### config.mk
export PLATFORM = sky130hd
export DESIGN_NAME = ctm_top
export DESIGN_NICKNAME = d
export VERILOG_FILES = /design/src/hw/ctm_pkg.sv /design/src/hw/ctm_tick.sv /design/src/hw/ctm_top.sv
export VERILOG_INCLUDE_DIRS = /design/src /design/src/hw
export SDC_FILE = /design/constraint.sdc
export NUM_CORES = 1
export LEC_CHECK = 0
export ABC_AREA = 1
export BUFFER_PORTS_ARGS = -buffer_cell sky130_fd_sc_hd__buf_4
export CAP_MARGIN = 0
export CORE_MARGIN = 4
export CORE_UTILIZATION = 57
export DETAILED_ROUTE_END_ITERATION = 10
export PLACE_DENSITY = 0.82
export SYNTH_ARGS = -nofsm -noshare
export SYNTH_HDL_FRONTEND = slang
export SYNTH_HIERARCHICAL = 1
export SYNTH_SLANG_ARGS = --single-unit
export TNS_END_PERCENT = 1
### constraint.sdc
create_clock -name I_CLK -period 4.05 [get_ports I_CLK]
set_clock_uncertainty 0.05 [all_clocks]
set_input_delay 0.2025 -clock I_CLK [delete_from_list [all_inputs] [get_ports I_CLK]]
set_output_delay 0.2025 -clock I_CLK [all_outputs]
set_load 0.1 [all_outputs]
### src/hw/ctm_defines.svh
`ifndef CTM_DEFINES_SVH
`define CTM_DEFINES_SVH

// register byte addresses
`define CTM_OFF_CTRL0     8'h00
`define CTM_OFF_CTRL1     8'h04
`define CTM_OFF_CNT_LO    8'h08
`define CTM_OFF_CNT_HI    8'h0c
`define CTM_OFF_MA_LO     8'h10
`define CTM_OFF_MA_HI     8'h14
`define CTM_OFF_CMP_P     8'h18
`define CTM_OFF_FLAGS     8'h1c

// reset values
`define CTM_CTRL0_RESET   8'h00
`define CTM_CTRL1_RESET   8'h00
`define CTM_MA_RESET      10'h000
`define CTM_CMP_P_RESET   3'h0
`define CTM_CNT_RESET     10'h000

// control register zero fields
`define CTM_C0_RUN        3
`define CTM_C0_CK_HI      6
`define CTM_C0_CK_LO      4

// control register one fields
`define CTM_C1_MODE_HI    7
`define CTM_C1_MODE_LO    6
`define CTM_C1_ACT_HI     5
`define CTM_C1_ACT_LO     4
`define CTM_C1_OLC        3
`define CTM_C1_INV        2
`define CTM_C1_SWAP       1
`define CTM_C1_CSEL       0

// flag register fields
`define CTM_FL_A          0
`define CTM_FL_P          1

// mode select codes
`define CTM_MODE_CMP      2'h0
`define CTM_MODE_PWM      2'h2
`define CTM_MODE_TMR      2'h3

// pin action codes
`define CTM_ACT_NONE      2'h0
`define CTM_ACT_LOW       2'h1
`define CTM_ACT_HIGH      2'h2
`define CTM_ACT_TOGGLE    2'h3

// timer clock select codes
`define CTM_CK_DIV4       3'h0
`define CTM_CK_DIV1       3'h1
`define CTM_CK_DIV16      3'h2
`define CTM_CK_DIV64      3'h3

// counter limits
`define CTM_CNT_MAX       10'h3ff
`define CTM_FULL_PERIOD   11'h400
`define CTM_P_SHIFT       7
`define CTM_DIV_MIN       6

`endif

### src/hw/ctm_pkg.sv
package ctm_pkg;

  typedef enum logic [1:0] {
    CTM_MD_CMP,
    CTM_MD_TMR,
    CTM_MD_PWM
  } ctm_mode_t;

endpackage

### src/hw/ctm_tick.sv
`timescale 1ns/1ps
`include "ctm_defines.svh"

// timer clock prescaler: one-cycle tick at the selected rate
module ctm_tick
  import ctm_pkg::*;
#(
  parameter int DIV_W = 6
)
(
  input  wire logic       i_clk,
  input  wire logic       i_rst_n,
  input  wire logic [2:0] i_sel,
  output logic            o_tick
);

  logic [DIV_W-1:0] div;
  logic [DIV_W-1:0] next_div;
  logic             next_tick;

  if (DIV_W < `CTM_DIV_MIN)
  begin : g_chk
    $error("ctm_tick: DIV_W too small for divide by 64");
  end

  always_comb
  begin
    next_div = div + {{(DIV_W-1){1'b0}}, 1'b1};
    case (i_sel)
      `CTM_CK_DIV4:  next_tick = &div[1:0];
      `CTM_CK_DIV16: next_tick = &div[3:0];
      `CTM_CK_DIV64: next_tick = &div[5:0];
      default:       next_tick = 1'b1;
    endcase
  end

  always_ff @(posedge i_clk)
  begin
    if (!i_rst_n)
    begin
      div    <= '0;
      o_tick <= 1'b0;
    end
    else
    begin
      div    <= next_div;
      o_tick <= next_tick;
    end
  end

endmodule

### src/hw/ctm_top.sv
// What this block does
// - compare A is ten bits over two bytes
// - mode bits pick compare, PWM or timer
// - clear select low: P match clears, both flags
// - clear select high: A match clears, no P flag
// - compare A zero with clear select high: wrap at 3FF, no A flag
// - compare mode: only A match moves pin
// - A match sets, clears or toggles pin
// - run rising edge loads initial pin level
// - timer mode counts like compare, pin undriven
// - PWM ignores clear select, swap picks roles
// - PWM raises A and P flags on matches
// - PWM polarity, force levels and invert apply
// - swap clear: period P times 128 or 1024
// - duty not below period gives full duty
// - swap set: period A, duty P times 128
// - counting continues while pin is forced
// - pin action codes per mode
// - clear select 0 is P, 1 is A
// - invert bit flips pin, not in timer mode
`timescale 1ns/1ps
`include "ctm_defines.svh"

module ctm_top
  import ctm_pkg::*;
(
  input  wire logic        I_CLK,
  input  wire logic        I_RST_N,
  input  wire logic        I_PSEL,
  input  wire logic        I_PENABLE,
  input  wire logic        I_PWRITE,
  input  wire logic [7:0]  I_PADDR,
  input  wire logic [31:0] I_PWDATA,
  output logic [31:0]      O_PRDATA,
  output logic             O_PREADY,
  output logic             O_PSLVERR,
  output logic             O_PIN,
  output logic             O_PIN_OE
);

  logic [7:0]  ctrl0;
  logic [7:0]  ctrl1;
  logic [9:0]  ma;
  logic [2:0]  cp;
  logic        flag_a;
  logic        flag_p;
  logic [9:0]  cnt;
  logic        run_d;
  logic        pin_level;
  logic [7:0]  next_ctrl0;
  logic [7:0]  next_ctrl1;
  logic [9:0]  next_ma;
  logic [2:0]  next_cp;
  logic        next_flag_a;
  logic        next_flag_p;
  logic [9:0]  next_cnt;
  logic        next_pin_level;
  logic        next_pin;
  logic        next_pin_oe;
  logic [31:0] next_prdata;
  logic        next_pready;
  logic        next_pslverr;
  logic        tick;
  logic        run;
  logic        run_rise;
  logic        step;
  logic        wr;
  logic        rd;
  logic        acc;
  ctm_mode_t   mode;
  logic [1:0]  act;
  logic        olc;
  logic        inv;
  logic        swap;
  logic        csel;
  logic [10:0] cnt11;
  logic [10:0] p_len;
  logic [10:0] a_len;
  logic [10:0] per_len;
  logic [10:0] duty_len;
  logic        a_hit;
  logic        p_hit;
  logic        ovf;
  logic        clr;
  logic        set_a;
  logic        set_p;
  logic        pwm_act;
  logic        lvl;

  ctm_tick #(
    .DIV_W (`CTM_DIV_MIN)
  ) u_tick (
    .i_clk   (I_CLK),
    .i_rst_n (I_RST_N),
    .i_sel   (ctrl0[`CTM_C0_CK_HI:`CTM_C0_CK_LO]),
    .o_tick  (tick)
  );

  // control decode
  always_comb
  begin
    run      = ctrl0[`CTM_C0_RUN];
    run_rise = run & ~run_d;
    step     = run & tick & ~run_rise;
    act      = ctrl1[`CTM_C1_ACT_HI:`CTM_C1_ACT_LO];
    olc      = ctrl1[`CTM_C1_OLC];
    inv      = ctrl1[`CTM_C1_INV];
    swap     = ctrl1[`CTM_C1_SWAP];
    csel     = ctrl1[`CTM_C1_CSEL];
    if (ctrl1[`CTM_C1_MODE_HI:`CTM_C1_MODE_LO] == `CTM_MODE_PWM)
      mode = CTM_MD_PWM;
    else if (ctrl1[`CTM_C1_MODE_HI:`CTM_C1_MODE_LO] == `CTM_MODE_CMP)
      mode = CTM_MD_CMP;
    else
      mode = CTM_MD_TMR;
  end

  // comparators and counter clear selection
  always_comb
  begin
    cnt11    = {1'b0, cnt};
    p_len    = (cp == 3'h0) ? `CTM_FULL_PERIOD : {1'b0, cp, 7'h00};
    a_len    = (ma == 10'h000) ? `CTM_FULL_PERIOD : {1'b0, ma};
    per_len  = swap ? a_len : p_len;
    duty_len = swap ? p_len : {1'b0, ma};
    pwm_act  = cnt11 < duty_len;
    ovf      = cnt == `CTM_CNT_MAX;
    if (mode == CTM_MD_PWM)
    begin
      a_hit = cnt11 == ((swap ? a_len : {1'b0, ma}) - 11'h001);
      p_hit = cnt11 == (p_len - 11'h001);
      clr   = swap ? a_hit : p_hit;
      set_a = a_hit;
      set_p = p_hit;
    end
    else
    begin
      a_hit = (ma != 10'h000) && (cnt == ma);
      p_hit = (cp != 3'h0) && (cnt[9:`CTM_P_SHIFT] == cp) &&
              (cnt[`CTM_P_SHIFT-1:0] == 7'h00);
      if (csel)
        clr = a_hit || ((ma == 10'h000) && ovf);
      else
        clr = p_hit || ((cp == 3'h0) && ovf);
      set_a = a_hit;
      set_p = !csel && p_hit;
    end
  end

  // counter, flags and pin state
  always_comb
  begin
    next_cnt       = cnt;
    next_pin_level = pin_level;
    if (run_rise)
    begin
      next_cnt       = `CTM_CNT_RESET;
      next_pin_level = olc;
    end
    else if (step)
    begin
      next_cnt = clr ? `CTM_CNT_RESET : cnt + 10'h001;
      if (mode == CTM_MD_CMP && set_a)
      begin
        case (act)
          `CTM_ACT_LOW:    next_pin_level = 1'b0;
          `CTM_ACT_HIGH:   next_pin_level = 1'b1;
          `CTM_ACT_TOGGLE: next_pin_level = ~pin_level;
          default:         next_pin_level = pin_level;
        endcase
      end
    end
    // hardware set wins over software clear
    next_flag_a = (flag_a & ~(wr && I_PADDR == `CTM_OFF_FLAGS && I_PWDATA[`CTM_FL_A]))
                  | (step & set_a);
    next_flag_p = (flag_p & ~(wr && I_PADDR == `CTM_OFF_FLAGS && I_PWDATA[`CTM_FL_P]))
                  | (step & set_p);
    case (act)
      `CTM_ACT_NONE: lvl = ~olc;
      `CTM_ACT_LOW:  lvl = olc;
      `CTM_ACT_HIGH: lvl = pwm_act ? olc : ~olc;
      default:       lvl = ~olc;
    endcase
    next_pin_oe = mode != CTM_MD_TMR;
    if (mode == CTM_MD_PWM)
      next_pin = lvl ^ inv;
    else if (mode == CTM_MD_CMP)
      next_pin = pin_level ^ inv;
    else
      next_pin = 1'b0;
  end

  // apb slave: access phase lasts two cycles
  always_comb
  begin
    acc          = I_PSEL & I_PENABLE & ~O_PREADY;
    wr           = I_PSEL & I_PENABLE & I_PWRITE & O_PREADY;
    rd           = acc & ~I_PWRITE;
    next_pready  = acc;
    next_pslverr = 1'b0;
    next_prdata  = O_PRDATA;
    next_ctrl0   = ctrl0;
    next_ctrl1   = ctrl1;
    next_ma      = ma;
    next_cp      = cp;
    if (rd)
    begin
      next_prdata = 32'h0000_0000;
      if (I_PADDR == `CTM_OFF_CTRL0)
        next_prdata[7:0] = ctrl0;
      else if (I_PADDR == `CTM_OFF_CTRL1)
        next_prdata[7:0] = ctrl1;
      else if (I_PADDR == `CTM_OFF_CNT_LO)
        next_prdata[7:0] = cnt[7:0];
      else if (I_PADDR == `CTM_OFF_CNT_HI)
        next_prdata[1:0] = cnt[9:8];
      else if (I_PADDR == `CTM_OFF_MA_LO)
        next_prdata[7:0] = ma[7:0];
      else if (I_PADDR == `CTM_OFF_MA_HI)
        next_prdata[1:0] = ma[9:8];
      else if (I_PADDR == `CTM_OFF_CMP_P)
        next_prdata[2:0] = cp;
      else if (I_PADDR == `CTM_OFF_FLAGS)
        next_prdata[1:0] = {flag_p, flag_a};
      else
        next_pslverr = 1'b1;
    end
    if (wr)
    begin
      if (I_PADDR == `CTM_OFF_CTRL0)
        next_ctrl0 = I_PWDATA[7:0];
      else if (I_PADDR == `CTM_OFF_CTRL1)
        next_ctrl1 = I_PWDATA[7:0];
      else if (I_PADDR == `CTM_OFF_MA_LO)
        next_ma[7:0] = I_PWDATA[7:0];
      else if (I_PADDR == `CTM_OFF_MA_HI)
        next_ma[9:8] = I_PWDATA[1:0];
      else if (I_PADDR == `CTM_OFF_CMP_P)
        next_cp = I_PWDATA[2:0];
    end
  end

  always_ff @(posedge I_CLK)
  begin
    if (!I_RST_N)
    begin
      ctrl0     <= `CTM_CTRL0_RESET;
      ctrl1     <= `CTM_CTRL1_RESET;
      ma        <= `CTM_MA_RESET;
      cp        <= `CTM_CMP_P_RESET;
      flag_a    <= 1'b0;
      flag_p    <= 1'b0;
      cnt       <= `CTM_CNT_RESET;
      run_d     <= 1'b0;
      pin_level <= 1'b0;
      O_PIN     <= 1'b0;
      O_PIN_OE  <= 1'b0;
      O_PRDATA  <= 32'h0000_0000;
      O_PREADY  <= 1'b0;
      O_PSLVERR <= 1'b0;
    end
    else
    begin
      ctrl0     <= next_ctrl0;
      ctrl1     <= next_ctrl1;
      ma        <= next_ma;
      cp        <= next_cp;
      flag_a    <= next_flag_a;
      flag_p    <= next_flag_p;
      cnt       <= next_cnt;
      run_d     <= run;
      pin_level <= next_pin_level;
      O_PIN     <= next_pin;
      O_PIN_OE  <= next_pin_oe;
      O_PRDATA  <= next_prdata;
      O_PREADY  <= next_pready;
      O_PSLVERR <= next_pslverr;
    end
  end
endmodule

==> impl_metrics.py, run 1 <==
metrics = {
    "outcome": {
        "outcome": "completed",
    },
    "pwr": {
        "power_density_mw_per_mm2": 294,
        "vdd_drop_max_mv": 0.302,
        "p_leak_nw": 1.91,
    },
    "clocking": {
        "cts.clk_slew.worst_paths_ns": 0.08,
        "clk_latency_ns": 0.35,
        "postCtsHoldBufs": 0,
        "tritoncts": "built",
        "clock-sinks": 62,
        "clockBufferDepth": 2,
        "cts-root-buf": "clkbuf_8",
        "htreeDepth": 3,
        "cts-buffers-inserted": 9,
        "postCtsSetupBuffers": 0,
        "cts_resized": 0,
    },
    "sta": {
        "drv_slew": 0,
        "period_needed_ns": 2.45,
        "setup_violations": 0,
        "worstMarginPinSlew_ns": 0.981,
        "max_freq_mhz": 408,
        "finalCritPeriodShare_pct": 60.5,
        "hold_viol": 0,
        "fin_tns_setup_ns": 0,
        "rsz0062_at_grt": "false",
        "slew_headroom_pct": 34.6,
    },
    "routing": {
        "drt-total-wl_mm": 10.0,
        "dr.pass1.iters": 8,
        "num_vias": 3826,
        "drc": 0,
        "drtIter0Drc": 229,
        "ant_nets": 0,
        "wl_per_cell_um": 13.9,
        "viasPerCell": 5.31,
    },
    "die": {
        "initial_utilization_pct": 59.5,
        "die_height_um": 92.9,
        "coreArea_mm2": 0.00691,
        "rows": 30,
        "dieArea_mm2": 0.00863,
        "ios": 81,
        "die_x_um": 92.9,
    },
    "place": {
        "port_buffers": 32,
        "post-dp-hpwl_mm": 7.77,
        "place_congestion": 0.942,
    },
    "synthesis": {
        "ys_ff_latch": 62,
        "netlist.area_leader.share_pct": 30.2,
        "postSynthAreaPerCell_um2": 6.92,
        "seq_area_frac_synth_pct": 30.2,
        "yosysWarnings": 6,
        "synth_area_mm2": 0.00411,
        "ys_types": 40,
        "syn_inst": 594,
        "yosys.area.top_type": "dfxtp_1",
        "synthTopCellsByArea": "dfxtp_1 30%, nand2_1 9.5%, nor2_1 8.2%",
    },
    "hold_path": {
        "min_path_type": "in2reg",
        "hold_depth": 3,
    },
    "critical_path": {
        "worst_ep_required_time_ns": 4.27,
        "ff2ff_path_depth": 16,
        "worstPathArrival_ns": 2.67,
        "path_class": "reg2reg",
        "endpoint_kind": "flip-flop",
        "crit_path_max_fanout": 13,
        "start_kind": "flip-flop",
    },
    "global_route": {
        "grt_first_pass_wirelength_mm": 16.6,
        "grtUsageMet2_pct": 40.4,
        "track_usage_pct": 24.1,
        "grt_max_degree": 30,
        "grt_util_met3_pct": 3.49,
        "grt_pass1_vias": 3480,
        "grt_antenna_before_repair": 0,
        "grt-busiest-layer": "met2",
        "use_met1_pct": 31.6,
        "grt_overflow": 0,
    },
    "cells_and_area": {
        "final_nets": 682,
        "regArea_mm2": 0.00124,
        "syn_to_final_growth_pct": 7.68,
        "final_common_cell": "nand2_1",
        "drive_gt1_share_pct": 11.4,
        "layout_common_cells": "104 x nand2_1, 90 x nor2_1, 76 x inv_1",
        "final_util_pct": 64.0,
        "n_fill_cell": 640,
        "multi_input_comb_area_mm2": 0.00235,
        "n_antenna_cell": 0,
    },
    "job": {
        "cap_violations": 0,
    },
}
state kept, by name (all words and copies together) (netlist names):
name and cells:
u_tick/o_tick 1, flag_p 1, cnt 10, flag_a 1, O_PIN_OE 1, O_PSLVERR 1
ctrl1 8, pin_level 1, cp 3, run_d 1, ctrl0 8, ma 10
O_PRDATA 8, O_PIN 1, u_tick/div 6, O_PREADY 1
through the flow:
step / area [um2] / power (mW) / setup WS [ns] / std cells / hold WS (ns)
after global placement: 4240 / 0.805 / 1.74 / 705 / 0.393
after floorplan: 4190 / 0.795 / 1.78 / 617 / 0.246
final: 4420 / 1.30 / 1.60 / 721 / 0.0767
after detailed placement: 4240 / 0.807 / 1.68 / 705 / 0.413
after global routing: 4420 / 1.34 / 1.33 / 721 / 0.0928
after CTS: 4420 / 1.30 / 1.66 / 721 / 0.0697
critical path, stage by stage (launching register included):
cell	delay (ns)
dfxtp_1	0.66
inv_1	0.24
nand2_1	0.11
ha_1	0.24
nand2_1	0.09
inv_1	0.04
a21oi_1	0.13
nor2_1	0.06
nor2_1	0.18
nand2_1	0.07
nand2_1	0.06
nand3_1	0.06
nand2_1	0.09
nand2_1	0.06
nand2_1	0.05
nand3_1	0.06
a21oi_1	0.13
layer usage:
metal	part of all wire, %	up-vias
met1	45	1728
met3	7.5	14
li1	-	1940
met5	0	-
met4	1.7	0
met2	46	144
worst paths after layout:
path	start	to	slack, ns
setup / recovery	ctrl1[1]	O_PIN	1.60
hold / removal	I_PWDATA[7]	ctrl0[7]	0.08
setup reg to reg	ctrl1[1]	O_PIN	1.60
hold reg to reg	O_PRDATA[0]	O_PRDATA[0]	0.43
kinds of logic (layout without fill, tap and decap cells):
kind of cell    Yosys count  in the layout  share of synthesized area, %
simple gates            273            273                          30.2
buf+inv                 117            125                          14.6
compound gates           98             98                          14.1
flops                    62             62                          30.2
xor+xnor                 26             26                          5.54
fa+ha+maj                17             17                          5.18
other cells               1             24                        0.0913
final cells by class:
cell class | instances | share of cell area (%)
multi-input cells | 438 | 53.2
flip-flops and latches | 62 | 28.1
inverters | 77 | 6.53
repair buffers | 32 | 5.43
clock buffers | 9 | 2.80
well taps | 96 | 2.72
clock inverters | 7 | 1.27
where the power goes:
part	switching, mW	internal (mW)
clock	0.275	0.230
combinational	0.151	0.0241
sequential	0.00382	0.615
total	0.430	0.869
synth_stat cells:
cell type and instances:
ha_1 17, dfxtp_1 62, o21ai_0 31, nand3_2 4
or2_2 1, nor2_1 90, xor2_1 17, a2111oi_0 1
nand4_1 11, buf_1 1, a211oi_1 14, nor2_4 7
o2111ai_1 1, a21oi_1 36, nand3_1 37, clkbuf_2 1
a221oi_1 4, inv_1 76, nor2_2 5, inv_2 1
nand2_2 1, buf_6 3, a21boi_1 1, a31oi_1 1
nand2_4 1, clkbuf_8 4, and2_1 1, o22ai_1 4
nor3_1 7, xnor2_1 9, buf_2 3, clkbuf_1 3
conb_1 1, nand3b_1 3, o221ai_1 1, o211ai_1 2
buf_4 25, a211oi_2 2, nor4_4 1, nand2_1 104
Power figures use the tool's default switching activity.
==> run 2: changes to the inputs <==
--- a/config.mk
+++ b/config.mk
@@ -10,9 +10,9 @@
 export BUFFER_PORTS_ARGS = -buffer_cell sky130_fd_sc_hd__buf_4
 export CAP_MARGIN = 0
 export CORE_MARGIN = 4
-export CORE_UTILIZATION = 57
+export CORE_UTILIZATION = 56
 export DETAILED_ROUTE_END_ITERATION = 10
-export PLACE_DENSITY = 0.82
+export PLACE_DENSITY = 0.81
 export SYNTH_ARGS = -nofsm -noshare
 export SYNTH_HDL_FRONTEND = slang
 export SYNTH_HIERARCHICAL = 1
==> constraint.sdc (replaced) <==
create_clock -name I_CLK -period 2.6 [get_ports I_CLK]
set_clock_uncertainty 0.05 [all_clocks]
set_input_delay 0.13 -clock I_CLK [delete_from_list [all_inputs] [get_ports I_CLK]]
set_output_delay 0.13 -clock I_CLK [all_outputs]
set_load 0.1 [all_outputs]
==> run 2 against run 1 <==
Effect of this change:
- routed wire length shrank 0.74%
- design area grew 0.51%
- power rose by 56%
- maximum frequency is 9.9% higher
- sequential cell count unchanged
- sequential share of layout area fell by 0.14 points
- clock power increased by 56%
==> impl_metrics.py, run 2 (synthesis results as in run 1) <==
metrics = {
    "critical_path": {
        "worstPathArrival_ns": 2.42,
        "critical_path.cell_chain": "inv_1, ha_1, nand2_1, inv_1, nand2_1, and2_1, nor2_1, nor2_1, nand3_1, nor2_1, nand2_1, nand2_2, nand3_2, nand2_4, nor2_1",
        "start_kind": "flip-flop",
        "worst_ep_required_time_ns": 2.79,
        "crit_path_max_fanout": 9,
        "cp_common_cell": "nor2_1",
        "endpoint_kind": "flip-flop",
        "worst-path-buf-inv": 2,
        "path_delay_family": "simple AND/OR/NAND/NOR gates",
        "path_class": "reg2reg",
        "crit_slowest_cell": "dfxtp_1",
        "critPathMaxStageDelay_ns": 0.45,
    },
    "outcome": {
        "outcome": "completed",
    },
    "global_route": {
        "grt_first_pass_wirelength_mm": 16.3,
        "grt_pass1_vias": 3454,
        "grt_util_met3_pct": 4.34,
        "grt_overflow": 0,
        "grtUsageMet2_pct": 39.6,
        "grt_antenna_before_repair": 0,
        "grt_max_degree": 23,
        "use_met1_pct": 31.3,
        "grt-busiest-layer": "met2",
        "track_usage_pct": 23.5,
    },
    "clocking": {
        "cts-buffers-inserted": 9,
        "htreeDepth": 3,
        "postCtsSetupBuffers": 0,
        "postCtsHoldBufs": 0,
        "clockBufferDepth": 2,
        "tritoncts": "built",
        "cts.clk_slew.worst_paths_ns": 0.08,
        "cts_resized": 0,
        "cts-root-buf": "clkbuf_8",
        "clock-sinks": 62,
        "clk_latency_ns": 0.34,
    },
    "cells_and_area": {
        "drive_gt1_share_pct": 11.8,
        "final_nets": 685,
        "n_antenna_cell": 0,
        "reg.largest.list": "cnt: 10 flops, ma: 10 flops",
        "final_common_cell": "nand2_1",
        "syn_to_final_growth_pct": 8.22,
        "layout_common_cells": "104 x nand2_1, 90 x nor2_1, 76 x inv_1",
        "regArea_mm2": 0.00124,
        "n_fill_cell": 617,
        "multi_input_comb_area_mm2": 0.00235,
    },
    "routing": {
        "drtIter0Drc": 287,
        "wl_per_cell_um": 13.7,
        "num_vias": 3858,
        "viasPerCell": 5.33,
        "ant_nets": 0,
        "dr.pass1.iters": 6,
        "drc": 0,
        "drt-total-wl_mm": 9.93,
    },
    "job": {
        "cap_violations": 0,
    },
    "sta": {
        "period_needed_ns": 2.23,
        "slew_headroom_pct": 56.6,
        "max_freq_mhz": 448,
        "hold_viol": 0,
        "setup_violations": 0,
        "fin_tns_setup_ns": 0,
        "rsz0062_at_grt": "false",
        "worstMarginPinSlew_ns": 0.646,
        "finalCritPeriodShare_pct": 85.8,
        "drv_slew": 0,
    },
    "place": {
        "port_buffers": 32,
        "place_congestion": 0.967,
        "post-dp-hpwl_mm": 7.79,
    },
    "die": {
        "die_x_um": 93.6,
        "initial_utilization_pct": 59.2,
        "dieArea_mm2": 0.00877,
        "die_height_um": 93.6,
        "rows": 30,
        "coreArea_mm2": 0.00694,
        "ios": 81,
    },
    "pwr": {
        "vdd_drop_max_mv": 0.412,
        "p_leak_nw": 1.93,
        "p_total_mw": 2.02,
        "power_density_mw_per_mm2": 455,
    },
    "hold_path": {
        "min_path_type": "in2reg",
    },
}
run 2: worst paths after layout:
path,startpoint,end,slack [ns],cells after the start
max reg2reg,ma[0],cnt[0],0.37,15
max,ma[0],cnt[0],0.37,15
min,I_PWDATA[6],ctrl0[6],0.01,3
min reg2reg,O_PRDATA[0],O_PRDATA[0],0.42,2
run 2: final cells by class:
type	count	share of cell area (%)
clock inverters	7	1.27
clock buffers	9	2.79
multi-input cells	438	52.9
repair buffers	35	5.91
well taps	96	2.70
inverters	77	6.50
flip-flops and latches	62	27.9
run 2: power breakdown:
part	internal, mW	switching, mW	total, mW
Combinational	0.0385	0.235	0.273
Sequential	0.957	0.00566	0.963
Clock	0.359	0.428	0.786
Total	1.35	0.668	2.02
run 2: routing by layer:
| layer | part of all wire, % | vias to the layer above |
|---|---|---|
| met5 | 0 | - |
| met4 | 1.3 | 0 |
| met3 | 7.6 | 17 |
| met2 | 47 | 135 |
| met1 | 44 | 1763 |
| li1 | - | 1943 |
run 2: worst min-delay path: cells and delay by family:
kind | cells | cell delay (ns)
buffers and inverters | 2 | 0.13
AO/OA/AOI/OAI | 1 | 0.11
run 2: metrics by stage:
stage | area (um2) | instances | setup slack [ns] | util (%) | hold WS, ns
final | 4450 | 724 | 0.368 | 64.0 | 0.0120
after global routing | 4450 | 724 | 0.134 | 64.0 | 0.0225
after CTS | 4450 | 724 | 0.382 | 64.0 | 0.00351
after detailed placement | 4270 | 708 | 0.394 | 61.4 | 0.364
after global placement | 4270 | 708 | 0.439 | 61.4 | 0.352
after floorplan | 4190 | 617 | 0.326 | - | 0.173
==> run 3: changes to the inputs <==
--- a/config.mk
+++ b/config.mk
@@ -7,12 +7,14 @@
 export NUM_CORES = 1
 export LEC_CHECK = 0
 export ABC_AREA = 1
+export ABC_CLOCK_PERIOD_IN_PS = 2600
 export BUFFER_PORTS_ARGS = -buffer_cell sky130_fd_sc_hd__buf_4
 export CAP_MARGIN = 0
 export CORE_MARGIN = 4
-export CORE_UTILIZATION = 56
+export CORE_UTILIZATION = 45
 export DETAILED_ROUTE_END_ITERATION = 10
-export PLACE_DENSITY = 0.81
+export HOLD_SLACK_MARGIN = 0.08
+export PLACE_DENSITY = 0.67
 export SYNTH_ARGS = -nofsm -noshare
 export SYNTH_HDL_FRONTEND = slang
 export SYNTH_HIERARCHICAL = 1
==> run 3 against run 2 <==
Effect of this change:
- global-route usage shrank 4.4 points
- sequential cell count is the same
- utilization shrank 12 points
- critical path type unchanged
- power grew 6.2%
==> impl_metrics.py, run 3 (synthesis results as in run 1) <==
metrics = {
    "place": {
        "place_congestion": 0.971,
        "pre_cts_slack_ns": 0.424,
        "port_buffers": 32,
        "post-dp-hpwl_mm": 7.99,
    },
    "sta": {
        "fin_ws_ns": 0.381,
        "fin_tns_setup_ns": 0,
        "hold_viol": 0,
        "rsz0062_at_grt": "false",
        "slew_headroom_pct": 63.1,
        "max_freq_mhz": 451,
        "drv_slew": 0,
        "worstMarginPinSlew_ns": 0.553,
        "setup_violations": 0,
        "period_needed_ns": 2.22,
        "finalCritPeriodShare_pct": 85.3,
    },
    "die": {
        "die_height_um": 104,
        "coreArea_mm2": 0.00881,
        "rows": 34,
        "initial_utilization_pct": 46.6,
        "ios": 81,
        "dieArea_mm2": 0.0107,
        "die_x_um": 104,
    },
    "clocking": {
        "cts_resized": 0,
        "clockBufferDepth": 2,
        "postCtsSetupBuffers": 0,
        "clk_latency_ns": 0.35,
        "tritoncts": "built",
        "cts-buffers-inserted": 9,
        "cts.clk_slew.worst_paths_ns": 0.08,
        "htreeDepth": 3,
        "clock-sinks": 62,
        "cts-root-buf": "clkbuf_8",
    },
    "critical_path": {
        "worstPathArrival_ns": 2.41,
        "crit_path_max_fanout": 9,
        "endpoint_kind": "flip-flop",
        "path_class": "reg2reg",
        "worst_ep_required_time_ns": 2.79,
        "r2r_setup_slack_ns": 0.38,
        "start_kind": "flip-flop",
    },
    "routing": {
        "drtIter0Drc": 242,
        "wl_per_cell_um": 13.9,
        "dr.pass1.iters": 5,
        "drt-total-wl_mm": 10.3,
        "num_vias": 3807,
        "ant_nets": 0,
        "viasPerCell": 5.10,
        "drc": 0,
    },
    "outcome": {
        "outcome": "completed",
    },
    "cells_and_area": {
        "reg.largest.list": "cnt: 10 flops, ma: 10 flops",
        "drive_gt1_share_pct": 11.8,
        "syn_to_final_growth_pct": 11.6,
        "final_common_cell": "nand2_1",
        "final_nets": 695,
        "n_antenna_cell": 0,
        "layout_common_cells": "104 x nand2_1, 90 x nor2_1, 76 x inv_1",
    },
    "pwr": {
        "p_leak_nw": 1.98,
        "vdd_drop_max_mv": 0.334,
        "power_density_mw_per_mm2": 468,
    },
    "global_route": {
        "grt_overflow": 0,
        "track_usage_pct": 19.1,
        "grt_antenna_before_repair": 0,
        "grt_max_degree": 23,
        "grt_pass1_vias": 3547,
        "grt_first_pass_wirelength_mm": 16.9,
    },
    "hold_path": {
        "min_path_type": "in2reg",
    },
    "job": {
        "cap_violations": 0,
    },
}
-- run 3: changes by cell type in the layout (fill, tap and decap cells not counted), sizes merged --
cell / previous run / this run
bufinv: 0 / 1
dlygate4sd3: 0 / 9
buf: 35 / 36
inv: 81 / 80
-- run 3: area by class of cell --
class                      instances  area [um2]
multi-input combinational        438        2350
tap                              108         135
inverter                          77         289
clock buffer                       9         124
fill                             872        4220
sequential                        62        1240
clock inverter                     7        81.3
timing repair buffer              45         360
-- run 3: metal layers --
metal  part of all wire [%]  up-vias  global-route usage [%]
li1                       -     1962                       -
met2                     46      125                    31.2
met5                      0        -                       0
met4                    2.2        0                    6.74
met3                    7.0       16                    3.23
met1                     45     1704                    25.6
-- run 3: path summary, 6_finish.rpt --
kind	start	end	cells after the start
hold / removal	I_PWDATA[0]	cp[0]	3
setup / recovery	ma[0]	cnt[4]	16
setup reg to reg	ma[0]	cnt[4]	16
hold reg to reg	u_tick/div[0]	u_tick/div[0]	1
-- run 3: repair_timing --
item | 4_1_cts | 5_1_grt
endpoints found under the hold margin | 20 | 0
endpoints found under the setup margin | 0 | 0
hold buffers | 9 | 0
-- run 3: worst max-delay path, stage by stage, from the launching register on --
cell and delay (ns):
dfxtp_1 0.43, inv_1 0.15, ha_1 0.28, inv_1 0.07, nand2_1 0.07, nand2_1 0.06, nand2_1 0.05, nand2_1 0.05
nand3_1 0.10, nor2_1 0.11, nand3_1 0.07, nor2_1 0.18, nand2_1 0.09, nand2_2 0.08, nand3_2 0.08, nand2_4 0.13
nor2_1 0.05
-- run 3: through the flow --
step	util (%)	cell area, um2	power (mW)	hold slack (ns)	instances
CTS	52.0	4580	2.15	0.0940	746
global placement	48.7	4290	1.26	0.353	721
global route	52.0	4580	2.21	0.106	746
finish	52.0	4580	2.15	0.103	746
detailed placement	48.7	4290	1.26	0.369	721
floorplan	-	4190	1.24	0.173	617
-- run 3: where the power goes --
part	switching, mW	internal [mW]	total (mW)
registers	0.00567	0.957	0.963
clock network	0.442	0.456	0.898
logic	0.238	0.0481	0.286
total	0.686	1.46	2.15
